===== src/change_irq_route_pkg.sv =====
package change_irq_route_pkg;

	// Register byte offsets
	localparam logic [7:0] OFF_FLAGS   = 8'h00;
	localparam logic [7:0] OFF_CONFIG  = 8'h04;
	localparam logic [7:0] OFF_CONTROL = 8'h08;
	localparam logic [7:0] OFF_SOCKET  = 8'h0c;
	localparam logic [7:0] OFF_PINS    = 8'h10;

	// Flag and enable bit positions
	localparam int BIT_DETECT = 3;
	localparam int BIT_READY  = 2;
	localparam int BIT_WARN   = 1;
	localparam int BIT_DEAD   = 0;

	// Configuration field layout
	localparam int ROUTE_LSB = 4;
	localparam int ROUTE_W   = 4;
	localparam int EN_W      = 4;

	// Control register bit positions
	localparam int CTL_ACK_WRITE_ONE = 0;
	localparam int CTL_IO_SELECT     = 1;
	localparam int CTL_RING_EN       = 2;
	localparam int CTL_RESET_REMOVAL = 3;
	localparam int CTL_W             = 4;

	// Socket pin indexes
	localparam int PIN_DETECT1 = 0;
	localparam int PIN_DETECT2 = 1;
	localparam int PIN_READY   = 2;
	localparam int PIN_BVD2    = 3;
	localparam int PIN_BVD1    = 4;
	localparam int PIN_COUNT   = 5;

	// Reset values
	localparam logic [ROUTE_W-1:0] ROUTE_RESET = 4'h0;
	localparam logic [EN_W-1:0]    EN_RESET    = 4'h0;
	localparam logic [CTL_W-1:0]   CTL_RESET   = 4'h0;
	localparam logic [31:0]        RDATA_ZERO  = 32'h0000_0000;

	// Cycles before edges are trusted: two sync stages plus the edge register,
	// so reset values never read as a pin change
	localparam int ARM_CYCLES = 3;

	// AHB encodings
	localparam logic [1:0] HTRANS_NONSEQ = 2'h2;
	localparam logic       HRESP_OKAY    = 1'h0;

	typedef enum logic [1:0] {
		ST_IDLE   = 2'h0,
		ST_ACCESS = 2'h1
	} bus_state_t;

endpackage


===== src/pin_event_if.sv =====
`timescale 1ns/10ps
interface pin_event_if #(
	parameter int WIDTH = 5
);
	logic [WIDTH-1:0] level;
	logic [WIDTH-1:0] rise;
	logic [WIDTH-1:0] fall;

	modport producer (output level, output rise, output fall);
	modport consumer (input level, input rise, input fall);
endinterface


===== src/pin_event_detect.sv =====
`timescale 1ns/10ps
module pin_event_detect #(
	parameter int              WIDTH     = 5,
	parameter logic [WIDTH-1:0] IDLE_LEVEL = '1
)(
	input  wire logic             hclk,
	input  wire logic             hresetn,
	input  wire logic [WIDTH-1:0] raw,
	pin_event_if.producer         ev
);
	import change_irq_route_pkg::*;

	logic [WIDTH-1:0]      meta;
	logic [WIDTH-1:0]      stable;
	logic [WIDTH-1:0]      prev;
	logic [ARM_CYCLES-1:0] arm;

	////////////////////////////////////////////////////////////////////////
	// Two-stage synchroniser; first stage feeds only the second
	always_ff @(posedge hclk or negedge hresetn)
	begin
		if (!hresetn)
		begin
			meta   <= IDLE_LEVEL;
			stable <= IDLE_LEVEL;
		end
		else
		begin
			meta   <= raw;
			stable <= meta;
		end
	end

	always_ff @(posedge hclk or negedge hresetn)
	begin
		if (!hresetn)
			prev <= IDLE_LEVEL;
		else
			prev <= stable;
	end

	// Hold off edges until the pipeline holds real pin levels
	always_ff @(posedge hclk or negedge hresetn)
	begin
		if (!hresetn)
			arm <= '0;
		else
			arm <= {arm[ARM_CYCLES-2:0], 1'b1};
	end

	assign ev.level = stable;
	assign ev.rise  = arm[ARM_CYCLES-1] ? (stable & ~prev) : '0;
	assign ev.fall  = arm[ARM_CYCLES-1] ? (~stable & prev) : '0;

endmodule // pin_event_detect


===== src/card_status_change_irq.sv =====
// The implementer's own choices: the placing of the registers and the AHB-Lite interface to the registers.
`timescale 1ns/10ps
// Overview of operation
// - Flag reads zero whenever its enable bit is zero.
// - Write-one mode: writing one to a flag clears it.
// - Interrupt output stays asserted while any flag is set.
// - Read-clear mode: reading the flag register clears every flag.
// - One shared level interrupt; no second interrupt for more events.
// - Flag register bits 7 to 4 read zero, read-only.
// - Bit 3 sets on any detect pin change when its enable set.
// - Socket detect bits clear on read or write-one; write-one also clears bit 3.
// - Bit 2 sets on ready rising edge if enabled; zero in I/O mode.
// - Bit 1 sets on battery warning if enabled; zero in I/O mode.
// - Bit 0: battery dead or status-change low; hidden with ring passthrough.
// - Route field bits 7-4; zero or reserved code drives the PCI line.
// - Route field resets to zero and clears on removal when enabled.
// - Config bits 3-0 enable detect, ready, warning, dead/status sources.
// - Without ring passthrough, status-change pin feeds bit 0 source.
// - Card-type bit: zero memory interface, one I/O interface.
module card_status_change_irq (
	input  wire logic                                  hclk,
	input  wire logic                                  hresetn,
	input  wire logic                                  hsel,
	input  wire logic [31:0]                           haddr,
	input  wire logic [1:0]                            htrans,
	input  wire logic                                  hwrite,
	input  wire logic [2:0]                            hsize,
	input  wire logic [31:0]                           hwdata,
	input  wire logic                                  hready,
	output logic      [31:0]                           hrdata,
	output logic                                       hreadyout,
	output logic                                       hresp,
	input  wire logic                                  card_detect1_n,
	input  wire logic                                  card_detect2_n,
	input  wire logic                                  ready_busy,
	input  wire logic                                  bvd2_warn_n,
	input  wire logic                                  bvd1_status_n,
	output logic                                       pci_inta_n,
	output logic      [15:0]                           isa_irq,
	output logic                                       ring_out_pin
);
	import change_irq_route_pkg::*;

	////////////////////////////////////////////////////////////////////////
	// Helpers

	function automatic logic route_is_isa(input logic [ROUTE_W-1:0] code);
		case (code)
			4'h3, 4'h4, 4'h5, 4'h7, 4'h9, 4'ha, 4'hb, 4'hc, 4'he, 4'hf:
				route_is_isa = 1'b1;
			default:
				route_is_isa = 1'b0;
		endcase
	endfunction

	function automatic logic [15:0] isa_onehot(input logic [ROUTE_W-1:0] code);
		isa_onehot = 16'h0001 << code;
	endfunction

	////////////////////////////////////////////////////////////////////////
	// Declarations

	pin_event_if #(.WIDTH(PIN_COUNT)) pins ();

	bus_state_t           state;
	logic [7:0]           acc_addr;
	logic                 acc_write;
	logic                 take;
	logic                 in_access;
	logic                 wr_flags;
	logic                 rd_flags;
	logic                 wr_config;
	logic                 wr_control;
	logic                 wr_socket;
	logic                 rd_socket;

	logic [ROUTE_W-1:0]   change_irq_route;
	logic [EN_W-1:0]      source_en;
	logic                 ack_write_one;
	logic                 io_interface_select;
	logic                 ring_passthrough_en;
	logic                 reset_on_removal_en;

	logic                 detect_change_flag;
	logic                 ready_rise_flag;
	logic                 batt_warn_flag;
	logic                 batt_dead_or_stat_flag;
	logic                 socket_detect1_event;
	logic                 socket_detect2_event;

	logic                 detect_change_en;
	logic                 ready_rise_en;
	logic                 batt_warn_en;
	logic                 batt_dead_en;
	logic                 io_ring_mode;
	logic                 detect1_change;
	logic                 detect2_change;
	logic                 card_removed;
	logic                 set_detect;
	logic                 set_ready;
	logic                 set_warn;
	logic                 set_dead;
	logic                 clr_detect;
	logic                 clr_ready;
	logic                 clr_warn;
	logic                 clr_dead;
	logic                 clr_sock1;
	logic                 clr_sock2;
	logic [7:0]           flags_view;
	logic                 irq_pending;
	logic [31:0]          read_value;

	////////////////////////////////////////////////////////////////////////
	// Pin synchronisation and edge detection

	pin_event_detect #(
		.WIDTH      (PIN_COUNT),
		.IDLE_LEVEL (5'h1f)
	) u_pins (
		.hclk    (hclk),
		.hresetn (hresetn),
		.raw     ({bvd1_status_n, bvd2_warn_n, ready_busy, card_detect2_n, card_detect1_n}),
		.ev      (pins.producer)
	);

	////////////////////////////////////////////////////////////////////////
	// AHB-Lite slave: one wait state per transfer, so write data and
	// read side effects settle before the next address can be acted on

	assign take      = hsel & hready & (htrans == HTRANS_NONSEQ);
	assign in_access = (state == ST_ACCESS);

	always_ff @(posedge hclk or negedge hresetn)
	begin
		if (!hresetn)
		begin
			state     <= ST_IDLE;
			acc_addr  <= 8'h00;
			acc_write <= 1'b0;
		end
		else
		begin
			case (state)
				ST_IDLE:
				begin
					if (take)
					begin
						state     <= ST_ACCESS;
						acc_addr  <= haddr[7:0];
						acc_write <= hwrite;
					end
				end
				ST_ACCESS:
					state <= ST_IDLE;
				default:
					state <= ST_IDLE;
			endcase
		end
	end

	always_ff @(posedge hclk or negedge hresetn)
	begin
		if (!hresetn)
			hreadyout <= 1'b1;
		else if (state == ST_IDLE && take)
			hreadyout <= 1'b0;
		else
			hreadyout <= 1'b1;
	end

	always_ff @(posedge hclk or negedge hresetn)
	begin
		if (!hresetn)
			hresp <= HRESP_OKAY;
		else
			hresp <= HRESP_OKAY;
	end

	assign wr_flags   = in_access & acc_write & (acc_addr == OFF_FLAGS);
	assign rd_flags   = in_access & ~acc_write & (acc_addr == OFF_FLAGS);
	assign wr_config  = in_access & acc_write & (acc_addr == OFF_CONFIG);
	assign wr_control = in_access & acc_write & (acc_addr == OFF_CONTROL);
	assign wr_socket  = in_access & acc_write & (acc_addr == OFF_SOCKET);
	assign rd_socket  = in_access & ~acc_write & (acc_addr == OFF_SOCKET);

	////////////////////////////////////////////////////////////////////////
	// Configuration and control registers

	assign detect_change_en = source_en[BIT_DETECT];
	assign ready_rise_en    = source_en[BIT_READY];
	assign batt_warn_en     = source_en[BIT_WARN];
	assign batt_dead_en     = source_en[BIT_DEAD];

	assign card_removed = (pins.rise[PIN_DETECT1] | pins.rise[PIN_DETECT2])
		& pins.level[PIN_DETECT1] & pins.level[PIN_DETECT2];

	// Removal wins over a simultaneous software write of the route
	always_ff @(posedge hclk or negedge hresetn)
	begin
		if (!hresetn)
			change_irq_route <= ROUTE_RESET;
		else if (reset_on_removal_en && card_removed)
			change_irq_route <= ROUTE_RESET;
		else if (wr_config)
			change_irq_route <= hwdata[ROUTE_LSB +: ROUTE_W];
	end

	always_ff @(posedge hclk or negedge hresetn)
	begin
		if (!hresetn)
			source_en <= EN_RESET;
		else if (wr_config)
			source_en <= hwdata[EN_W-1:0];
	end

	always_ff @(posedge hclk or negedge hresetn)
	begin
		if (!hresetn)
		begin
			ack_write_one       <= CTL_RESET[CTL_ACK_WRITE_ONE];
			io_interface_select <= CTL_RESET[CTL_IO_SELECT];
			ring_passthrough_en <= CTL_RESET[CTL_RING_EN];
			reset_on_removal_en <= CTL_RESET[CTL_RESET_REMOVAL];
		end
		else if (wr_control)
		begin
			ack_write_one       <= hwdata[CTL_ACK_WRITE_ONE];
			io_interface_select <= hwdata[CTL_IO_SELECT];
			ring_passthrough_en <= hwdata[CTL_RING_EN];
			reset_on_removal_en <= hwdata[CTL_RESET_REMOVAL];
		end
	end

	////////////////////////////////////////////////////////////////////////
	// Event sources

	assign io_ring_mode   = io_interface_select & ring_passthrough_en;
	assign detect1_change = pins.rise[PIN_DETECT1] | pins.fall[PIN_DETECT1];
	assign detect2_change = pins.rise[PIN_DETECT2] | pins.fall[PIN_DETECT2];

	assign set_detect = detect_change_en & (detect1_change | detect2_change);
	assign set_ready  = ready_rise_en & ~io_interface_select & pins.rise[PIN_READY];
	assign set_warn   = batt_warn_en & ~io_interface_select & pins.fall[PIN_BVD2];
	// Status-change pin is a source only when not passed to the ring pin
	assign set_dead   = batt_dead_en & ~io_ring_mode & pins.fall[PIN_BVD1];

	////////////////////////////////////////////////////////////////////////
	// Acknowledge decoding

	assign clr_sock1 = ack_write_one ? (wr_socket & hwdata[0]) : rd_socket;
	assign clr_sock2 = ack_write_one ? (wr_socket & hwdata[1]) : rd_socket;

	assign clr_detect = ack_write_one
		? ((wr_flags & hwdata[BIT_DETECT])
		| (clr_sock1 & socket_detect1_event)
		| (clr_sock2 & socket_detect2_event))
		: rd_flags;
	assign clr_ready = ack_write_one ? (wr_flags & hwdata[BIT_READY]) : rd_flags;
	assign clr_warn  = ack_write_one ? (wr_flags & hwdata[BIT_WARN]) : rd_flags;
	assign clr_dead  = ack_write_one ? (wr_flags & hwdata[BIT_DEAD]) : rd_flags;

	////////////////////////////////////////////////////////////////////////
	// Sticky flags; a set in the clearing cycle is kept

	always_ff @(posedge hclk or negedge hresetn)
	begin
		if (!hresetn)
			detect_change_flag <= 1'b0;
		else if (set_detect)
			detect_change_flag <= 1'b1;
		else if (clr_detect)
			detect_change_flag <= 1'b0;
	end

	always_ff @(posedge hclk or negedge hresetn)
	begin
		if (!hresetn)
			ready_rise_flag <= 1'b0;
		else if (set_ready)
			ready_rise_flag <= 1'b1;
		else if (clr_ready)
			ready_rise_flag <= 1'b0;
	end

	always_ff @(posedge hclk or negedge hresetn)
	begin
		if (!hresetn)
			batt_warn_flag <= 1'b0;
		else if (set_warn)
			batt_warn_flag <= 1'b1;
		else if (clr_warn)
			batt_warn_flag <= 1'b0;
	end

	always_ff @(posedge hclk or negedge hresetn)
	begin
		if (!hresetn)
			batt_dead_or_stat_flag <= 1'b0;
		else if (set_dead)
			batt_dead_or_stat_flag <= 1'b1;
		else if (clr_dead)
			batt_dead_or_stat_flag <= 1'b0;
	end

	// Socket-level detect change bits record every change, enabled or not
	always_ff @(posedge hclk or negedge hresetn)
	begin
		if (!hresetn)
		begin
			socket_detect1_event <= 1'b0;
			socket_detect2_event <= 1'b0;
		end
		else
		begin
			if (detect1_change)
				socket_detect1_event <= 1'b1;
			else if (clr_sock1)
				socket_detect1_event <= 1'b0;
			if (detect2_change)
				socket_detect2_event <= 1'b1;
			else if (clr_sock2)
				socket_detect2_event <= 1'b0;
		end
	end

	////////////////////////////////////////////////////////////////////////
	// Visible flags and interrupt

	// Masking on read also hides flags left over after an enable drops
	always_comb
	begin
		flags_view             = 8'h00;
		flags_view[BIT_DETECT] = detect_change_flag & detect_change_en;
		flags_view[BIT_READY]  = ready_rise_flag & ready_rise_en
			& ~io_interface_select;
		flags_view[BIT_WARN]   = batt_warn_flag & batt_warn_en
			& ~io_interface_select;
		flags_view[BIT_DEAD]   = batt_dead_or_stat_flag & batt_dead_en
			& ~io_ring_mode;
	end

	// One level for all sources: extra events never pulse it again
	assign irq_pending = |flags_view;

	always_ff @(posedge hclk or negedge hresetn)
	begin
		if (!hresetn)
			pci_inta_n <= 1'b1;
		else
			pci_inta_n <= ~(irq_pending & ~route_is_isa(change_irq_route));
	end

	always_ff @(posedge hclk or negedge hresetn)
	begin
		if (!hresetn)
			isa_irq <= 16'h0000;
		else if (irq_pending && route_is_isa(change_irq_route))
			isa_irq <= isa_onehot(change_irq_route);
		else
			isa_irq <= 16'h0000;
	end

	always_ff @(posedge hclk or negedge hresetn)
	begin
		if (!hresetn)
			ring_out_pin <= 1'b1;
		else if (io_ring_mode)
			ring_out_pin <= pins.level[PIN_BVD1];
		else
			ring_out_pin <= 1'b1;
	end

	////////////////////////////////////////////////////////////////////////
	// Read data; the host must read the flags before leaving its handler

	always_comb
	begin
		read_value = RDATA_ZERO;
		case (acc_addr)
			OFF_FLAGS:
				read_value[7:0] = flags_view;
			OFF_CONFIG:
				read_value[7:0] = {change_irq_route, source_en};
			OFF_CONTROL:
				read_value[CTL_W-1:0] = {reset_on_removal_en, ring_passthrough_en,
					io_interface_select, ack_write_one};
			OFF_SOCKET:
				read_value[1:0] = {socket_detect2_event, socket_detect1_event};
			OFF_PINS:
				read_value[PIN_COUNT-1:0] = pins.level;
			default:
				read_value = RDATA_ZERO;
		endcase
	end

	always_ff @(posedge hclk or negedge hresetn)
	begin
		if (!hresetn)
			hrdata <= RDATA_ZERO;
		else if (in_access && !acc_write)
			hrdata <= read_value;
	end

endmodule // card_status_change_irq


===== config.mk =====
export PLATFORM = sky130hd
export DESIGN_NAME = card_status_change_irq
export DESIGN_NICKNAME = d
export VERILOG_FILES = /design/src/change_irq_route_pkg.sv /design/src/pin_event_if.sv /design/src/pin_event_detect.sv /design/src/card_status_change_irq.sv
export SDC_FILE = /design/constraint.sdc
export NUM_CORES = 1
export LEC_CHECK = 0
export ABC_AREA = 1
export BUFFER_PORTS_ARGS = -buffer_cell sky130_fd_sc_hd__buf_2
export CAP_MARGIN = 20
export CORE_ASPECT_RATIO = 0.6
export CORE_MARGIN = 8
export CORE_UTILIZATION = 48
export CTS_CLUSTER_SIZE = 24
export DETAILED_ROUTE_END_ITERATION = 16
export HOLD_SLACK_MARGIN = 0.03
export PLACE_DENSITY_LB_ADDON = 0.15
export SYNTH_ARGS = -nofsm -noshare
export SYNTH_HDL_FRONTEND = slang
export SYNTH_HIERARCHICAL = 1
export SYNTH_SLANG_ARGS = --single-unit
export TNS_END_PERCENT = 30

===== constraint.sdc =====
create_clock -name hclk -period 1.85 [get_ports hclk]
set_input_delay 0.37 -clock hclk [delete_from_list [all_inputs] [get_ports hclk]]
set_output_delay 0.37 -clock hclk [all_outputs]
set_load 0.1 [all_outputs]

# Word-level counts from Yosys, hierarchy flattened
# Memory sizes are Yosys's and may differ from the RTL's.
# Cells that the tools add are included.
word_totals:
  regBits: 74
  rom_bits: 32
  output_inout_bits: 52
  n_memories: 2
classes:
  eq_ne: 7
  shifts: 1
  mux: 31
  bitwise: 51
  reduce_logical: 16
mem_list:
  columns: ["name", "words", "width", "read_ports", "rd_clocked_by_memory_dff", "wr", "line", "source"]
  rows:
  - ["(no name shown)", 16, 1, 1, 0, 0, "card_status_change_irq.sv:48", "case (code)"]
  - ["(no name shown)", 16, 1, 1, 0, 0, "card_status_change_irq.sv:48", null]
op_table:
  columns: ["operator", "n"]
  rows:
  - ["$and A1 B1 Y1", 36]
  - ["$mux W1", 20]
  - ["$eq A8 B4 Y1 const B", 2]
  - ["$mux W16", 1]
  - ["$shl A1 B4 Y16 const A", 1]
  - ["$reduce_bool A2 Y1", 7]
  - ["$pmux W2 S5", 1]
  - ["$eq A8 B3 Y1 const B", 1]
  - ["$eq A8 B5 Y1 const B", 1]
  - ["$logic_not A8 Y1", 1]
  - ["$mux W4", 2]
  - ["$pmux W2 S4", 1]
  - ["$mux W3", 2]
  - ["$or A1 B1 Y1", 6]
  - ["$and A5 B5 Y5", 1]
  - ["$mux W5", 1]
  - ["$not A1 Y1", 5]
  - ["$not A5 Y5", 1]
  - ["$logic_and A1 B1 Y1", 4]
  - ["$mux W2", 2]
  - ["$reduce_or A4 Y1", 1]
  - ["$and A3 B3 Y3", 1]
  - ["$not A3 Y3", 1]
  - ["$eq A2 B1 Y1 const B", 1]
  - ["6 further kinds", 6]

# Logic depth before layout (Yosys ltp)
# Gate-level depths: netlist (run 1).
depth:
  depth_word: 11
  depth_mapped: 11
  ltp_nobuf: 11

# Hierarchy
# Netlist (run 1), hierarchy kept.
modules_own_cells:
  columns: ["mod", "n_inst", "cells_each", "area_per_inst_um2"]
  rows:
  - ["card_status_change_irq", 1, 296, 2608.8]
  - ["pin_event_detect", 1, 40, 559.3]

# Worst setup path after synthesis (run 1)
# No wires, ideal clock.
synth_timing:
  kind: "reg-to-reg"
  from: "register acc_addr[5]"
  to: "register detect_change_flag"
  t_arrival_ps: 1201
  required_time_ps: 1734
  setup_slack_ps: 532
  stages_incl_launch_ff: 11
  n_path_buf: 0
  synth_period_minus_slack_ps: 1318
  cell_sequence: "dfrtp_1 nor2_4 nand2_4 nor2_4 inv_2 nor2_4 nand2_1 nand3_1 nand2_1 nand2_1 nand2_1"
synth_via:
  elab_chain_len: 9
  word_cells_on_any_way: 17
synth_rtl:
  columns: ["item", "line", "source"]
  rows:
  - ["start, declared", "card_status_change_irq.sv:66", "logic [7:0] acc_addr;"]
  - ["start signal, assigned", "card_status_change_irq.sv:149", "acc_addr <= haddr[7:0];"]
  - ["$eq A8 B4 Y1", "card_status_change_irq.sv:183, card_status_change_irq.sv:184", null]
  - ["$and A1 B1 Y1", "card_status_change_irq.sv:183", "assign wr_socket = in_access & acc_write & (acc_addr == OFF_SOCKET);"]
  - ["$and A1 B1 Y1", "card_status_change_irq.sv:250", "assign clr_sock1 = ack_write_one ? (wr_socket & hwdata[0]) : rd_socket;"]
  - ["$mux W1", "card_status_change_irq.sv:250", null]
  - ["$and A1 B1 Y1", "card_status_change_irq.sv:255", "| (clr_sock1 & socket_detect1_event)"]
  - ["$or A1 B1 Y1", "card_status_change_irq.sv:255", null]
  - ["$or A1 B1 Y1", "card_status_change_irq.sv:256", "| (clr_sock2 & socket_detect2_event))"]
  - ["$mux W1 *", "card_status_change_irq.sv:254", "? ((wr_flags & hwdata[BIT_DETECT])"]
  - ["$reduce_bool A2 Y1 (no line) *", null, null]
  - ["end signal, assigned", "card_status_change_irq.sv:268", "detect_change_flag <= 1'b0;"]
  - ["end signal, assigned", "card_status_change_irq.sv:270", "detect_change_flag <= 1'b1;"]
  - ["end signal, assigned", "card_status_change_irq.sv:272", "detect_change_flag <= 1'b0;"]
  - ["end, declared", "card_status_change_irq.sv:84", "logic detect_change_flag;"]
# Mark *: on every way between the ends. The rest lies on a longest branch, timed or not.
# A chain may end at the register's enable or synchronous reset.

# Worst setup path after layout (run 1)
layout_timing:
  from: "register ring_out_pin"
  to: "output ring_out_pin"
layout_lines:
  columns: ["item", "line", "source"]
  rows:
  - ["start, declared", "card_status_change_irq.sv:40", "output logic ring_out_pin"]
  - ["start signal, assigned", "card_status_change_irq.sv:368", "ring_out_pin <= pins.level[PIN_BVD1];"]
# No word-level cell between the ends.

==> results.json, run 1 <==
{
  "die_h_um": 78.71,
  "power_density_nw_per_um2": 1111,
  "grt_util_met1_pct": 20.88,
  "routabilityCongestion": 0.8924,
  "grt_pass1_vias": 2184,
  "placement_rows": 22,
  "crit_path_end_kind": "primary output",
  "cpPeakStageDelay_ns": 0.52,
  "placed_cells_incl_taps": 473,
  "htreeDepth": 3,
  "fmaxAchievable_mhz": 604.0,
  "pwr-share-comb_pct": 23.7,
  "io_buffer_count": 54,
  "floorplan.initialDensity_pct": 50.56,
  "drive_gt1_share_pct": 28.33,
  "route.detailed.wl_per_inst_um": 13.33,
  "reg2reg_setup_slack_ns": 0.32,
  "cts_made_buffers": 9,
  "worstPathBufferInverterCount": 1,
  "timing.critical_path.cells": "buf_2",
  "vias": 2285,
  "hold_viol": 0,
  "grt_use_met2_pct": 18.77,
  "power.sequential.fraction_pct": 45.4,
  "slew_headroom_pct": 65.68,
  "post_route_antenna_net_violation_count": 0,
  "power.static_leakage_nw": 1.858,
  "synth_area_per_cell_um2": 9.532,
  "grt_max_degree": 60,
  "final.hold.worst_slack_ns": 0.1087,
  "routed_wirelength_um": 6532,
  "die-width_um": 120.5,
  "post_dp_cell_area_um2": 3461,
  "r2r_cells": 6,
  "clock_latency_ns": 0.35,
  "gr-usage-met3_pct": 6.638,
  "cts_resized": 0,
  "setup_total_negative_slack_ns": 0,
  "grt_antenna_before_repair": 0,
  "worstHoldPathType": "primary input to register",
  "worstHoldEndpoint": "u_pins/meta[3]$_DFF_PN1_",
  "cp-start-kind": "register",
  "status": "finished clean",
  "clkSlewWorstSetupHoldPaths_ns": 0.08,
  "critPathSlowestCell": "dfstp_2",
  "io-pin-count": 131,
  "detail_route.vias_per_cell": 4.663,
  "rsz0062_at_grt": "false",
  "max_slew_violation_count": 0,
  "yosys_warnings": 6,
  "grt-busiest-layer": "met1",
  "cts-hold-fix-buffers": 1,
  "clock_sink_count": 73,
  "detailedPlacementHpwl_um": 4950,
  "worst-setup-path-type": "register to primary output",
  "globalRoute.totalOverflow": 0,
  "worstHoldPathCells": 1,
  "layout_cell_area_excl_fill_um2": 3677,
  "critPathRequiredTime_ns": 1.48,
  "sw_frac_of_total_pct": 36.40,
  "post-route-util_pct": 59.11,
  "fin_crit_sh_pct": 89.50,
  "die_area_um2": 9485,
  "remaining_design_rule_violation_count": 0,
  "netlist_instances": 330,
  "period_needed_ns": 1.656,
  "setup_violations": 0,
  "critical_path.top_delay_family": "flip-flops",
  "power.ir.vdd_worst_mv": 1.181,
  "clk_tree_root_cell": "clkbuf_8",
  "final.setup_skew_ns": 0.006956,
  "worst_margin_pin_slew_ns": 0.5142,
  "antenna-diode-count": 0,
  "cts-root-to-sink-buffers": 2,
  "reg2reg_from": "acc_addr[5]$_DFFE_PN0P_",
  "cts_tree": "built",
  "path_max_fanout": 1,
  "fp.coreArea_um2": 6221,
  "fin_cells": 490,
  "detailedRoute.firstIterationViolations": 243,
  "area.growth.synth_to_final_pct": 16.91,
  "share_clk_of_total_power_pct": 31.0,
  "max-cap-violations": 0,
  "nets": 480,
  "track_usage_pct": 14.76,
  "grt_first_pass_wirelength_um": 10890,
  "synthesis.area_um2": 3146,
  "cp.arrival_ns": 1.29,
  "netSwitchingPower_mw": 1.488,
  "worstHoldStart": "bvd2_warn_n",
  "reg2reg_to": "change_irq_route[2]$_DFFE_PN0P_",
  "post_cts.repair.setup_buffers": 0,
  "cell_internal_pwr_mw": 2.599,
  "drt_pass1_iterations": 4
}
[metal layers]
metal / part of all wire, % / up-vias
met5: 0 / -
met4: 1.2 / 0
met2: 39 / 73
met3: 10 / 8
met1: 49 / 1068
li1: - / 1136
[registers in the layout, summed over array words and instances (netlist names), 3 cells and up]
name / count
source_en: 4
change_irq_route: 4
u_pins/arm: 3
acc_addr: 8
u_pins/ev.level: 5
u_pins/meta: 5
u_pins/prev: 5
isa_irq: 16
hrdata: 8
[worst max path at each step]
| stage | startpoint | endpoint | slack (ns) | cells after the start |
|---|---|---|---|---|
| global placement | acc_addr[5]$_DFFE_PN0P_ | change_irq_route[0]$_DFFE_PN0P_ | 0.34 | 6 |
| CTS | ring_out_pin$_DFF_PN1_ | ring_out_pin | 0.16 | 1 |
| global route | ring_out_pin$_DFF_PN1_ | ring_out_pin | 0.14 | 1 |
| finish | ring_out_pin$_DFF_PN1_ | ring_out_pin | 0.19 | 1 |
| detailed placement | acc_addr[5]$_DFFE_PN0P_ | change_irq_route[2]$_DFFE_PN0P_ | 0.33 | 6 |
| floorplan | acc_addr[5]$_DFFE_PN0P_ | detect_change_flag$_DFFE_PN0P_ | 0.53 | 10 |
[cells in the final DEF, fill, tap and decap left out, types with 4 or more instances in the layout]
cell type and count:
a21oi_1 5, buf_2 54, clkbuf_8 11, conb_1 32, dfrtp_1 55, dfstp_2 18
inv_1 25, inv_2 4, nand2_1 86, nand2_2 4, nand3_1 24, nor2_1 26
nor2_4 5, o21ai_0 17, o21ai_1 6
[metrics by stage]
step / power [mW] / setup slack [ns]
after floorplan: 2.698 / 0.5324
after global routing: 4.290 / 0.1426
after detailed placement: 2.847 / 0.3317
final: 4.087 / 0.1943
after global placement: 2.836 / 0.3446
after CTS: 4.137 / 0.1590
[cell type report]
type,instances,area [um^2]
clock buffers,12,155.1
clock inverters,4,51.30
fillers,573,2544
inverters,30,112.6
multi-input cells,229,1089
flip-flops and latches,73,1849
well taps,84,105.1
repair buffers,58,315.3
[power by group through the flow]
stage | Clock (mW) | Sequential (mW) | Combinational [mW]
finish | 1.27 | 1.85 | 0.967
detailed placement | 0 | 1.88 | 0.966
global route | 1.38 | 1.87 | 1.03
global placement | 0 | 1.88 | 0.958
floorplan | 0 | 2.19 | 0.511
CTS | 1.31 | 1.85 | 0.970
Power figures use the tool's default switching activity.
==> inputs of run 2 (changes only) <==
Settings changed: MAX_ROUTING_LAYER set to met4.
==> results.json, run 2 (synthesis gave the netlist of run 1 again) <==
{
  "status": "finished clean",
  "p_total_mw": 3.931,
  "die-width_um": 120.5,
  "cts_made_buffers": 9,
  "cp.arrival_ns": 1.29,
  "drive_gt1_share_pct": 28.57,
  "nets": 480,
  "reg2reg_setup_slack_ns": 0.31,
  "critPathSlowestCell": "dfstp_2",
  "power.ir.vdd_worst_mv": 0.7499,
  "power.sequential.fraction_pct": 47.1,
  "cts-root-to-sink-buffers": 2,
  "die_h_um": 78.71,
  "grt_first_pass_wirelength_um": 10650,
  "max-cap-violations": 0,
  "htreeDepth": 3,
  "fp.coreArea_um2": 6221,
  "mostFrequentLayoutCells": "nand2_1 (86), dfrtp_1 (55), buf_2 (54)",
  "detail_route.vias_per_cell": 4.629,
  "max_slew_violation_count": 0,
  "fin_cells": 490,
  "vias": 2268,
  "cp-start-kind": "register",
  "clock_sink_count": 73,
  "period_needed_ns": 1.658,
  "clkSlewWorstSetupHoldPaths_ns": 0.07,
  "post_route_antenna_net_violation_count": 0,
  "placement_rows": 22,
  "area.growth.synth_to_final_pct": 16.11,
  "netSwitchingPower_mw": 1.477,
  "hold_viol": 0,
  "worst-setup-path-type": "register to primary output",
  "grt_max_degree": 61,
  "rsz0062_at_grt": "false",
  "power_density_nw_per_um2": 1076,
  "worstHoldPathCells": 1,
  "worstHoldPathType": "primary input to register",
  "grt_antenna_before_repair": 0,
  "globalRoute.totalOverflow": 0,
  "remaining_design_rule_violation_count": 0,
  "nFillCells": 569,
  "cell_internal_pwr_mw": 2.454,
  "antenna-diode-count": 0,
  "pwr-share-comb_pct": 24.6,
  "io-pin-count": 131,
  "final.setup_skew_ns": 0.008301,
  "path_max_fanout": 1,
  "fmaxAchievable_mhz": 603.3,
  "reg2reg_to": "hrdata[2]$_DFFE_PN0N_",
  "critPathRequiredTime_ns": 1.48,
  "critical_path_depth": 1,
  "io_buffer_count": 54,
  "setup_total_negative_slack_ns": 0,
  "mostFrequentLayoutCell": "nand2_1",
  "timing.critical_path.cells": "buf_2",
  "routed_wirelength_um": 6434,
  "detailedRoute.firstIterationViolations": 165,
  "die_area_um2": 9485,
  "cts_tree": "built",
  "slew_headroom_pct": 65.60,
  "detailedPlacementHpwl_um": 4998,
  "track_usage_pct": 14.95,
  "largest_register_ff_count": 16,
  "reg2reg_from": "acc_addr[5]$_DFFE_PN0P_",
  "floorplan.initialDensity_pct": 50.56,
  "sw_frac_of_total_pct": 37.56,
  "crit_path_end_kind": "primary output",
  "placed_cells_incl_taps": 473,
  "clk_tree_root_cell": "clkbuf_8",
  "fin_crit_sh_pct": 89.60,
  "grt_pass1_vias": 2122,
  "worstPathBufferInverterCount": 1,
  "max_flop_register": "isa_irq",
  "clock_latency_ns": 0.35,
  "route.detailed.wl_per_inst_um": 13.13,
  "critical_path.top_delay_family": "flip-flops",
  "startpoint": "hreadyout$_DFF_PN1_",
  "post_cts.repair.setup_buffers": 0,
  "worst_setup_path_endpoint": "hreadyout",
  "worst_margin_pin_slew_ns": 0.5155,
  "power.static_leakage_nw": 1.846,
  "share_clk_of_total_power_pct": 28.3,
  "cpPeakStageDelay_ns": 0.52,
  "setup_violations": 0,
  "drt_pass1_iterations": 5,
  "routabilityCongestion": 0.9054,
  "reg_top3": "isa_irq: 16 flops, acc_addr: 8 flops, hrdata: 8 flops",
  "r2r_cells": 7
}
==> run 2: worst min path at each step <==
stage,startpoint,slack [ns],endpoint
6_report,card_detect2_n,0.11,u_pins/meta[1]$_DFF_PN1_
4_1_cts,bvd2_warn_n,0.08,u_pins/meta[3]$_DFF_PN1_
5_1_grt,bvd2_warn_n,0.08,u_pins/meta[3]$_DFF_PN1_
2_1_floorplan,hresetn,0.07,acc_addr[0]$_DFFE_PN0P_
3_5_place_dp,hresetn,0.29,isa_irq[2]$_DFF_PN0_
3_3_place_gp,hresetn,0.28,isa_irq[2]$_DFF_PN0_
==> run 2: layout make-up <==
cell class                 count  area (um^2)  area share, %
inverter                      30        112.6          3.083
tap                           84        105.1          2.878
clock buffer                  11        151.4          4.145
sequential                    73         1849          50.63
clock inverter                 5        30.03         0.8222
timing repair buffer          58        315.3          8.633
multi-input combinational    229         1089          29.80
==> run 2: per-layer routing <==
metal  routed length [um]  vias up  GRT usage (%)
met5                    0        -              -
met4                   82        0          7.063
met3                  639       10          6.356
met2                 2546       81          18.17
met1                 3166     1047          20.55
li1                     -     1130              -
==> run 2: repair_timing <==
item                       CTS  global route
hold endpoints to repair     8             0
setup endpoints to repair    0             0
hold buffers                 1             0
resized for setup            0             0
==> run 2: power by group through the flow <==
stage | sequential (mW) | clock, mW | combinational (mW)
after global placement | 1.88 | 0 | 0.958
after global routing | 1.87 | 1.24 | 1.03
after CTS | 1.85 | 1.17 | 0.969
after detailed placement | 1.88 | 0 | 0.966
final | 1.85 | 1.11 | 0.966
after floorplan | 2.19 | 0 | 0.511
==> run 2: stage by stage <==
step                      setup WS [ns]  hold slack (ns)  area (um^2)  utilization, %
final                            0.1925           0.1084         3652           58.71
after floorplan                  0.5324          0.07441         3258               -
after global placement           0.3432           0.2811         3461           55.63
after detailed placement         0.3633           0.2872         3461           55.63
after CTS                        0.1648          0.08367         3652           58.71
after global routing             0.1413          0.08108         3652           58.71
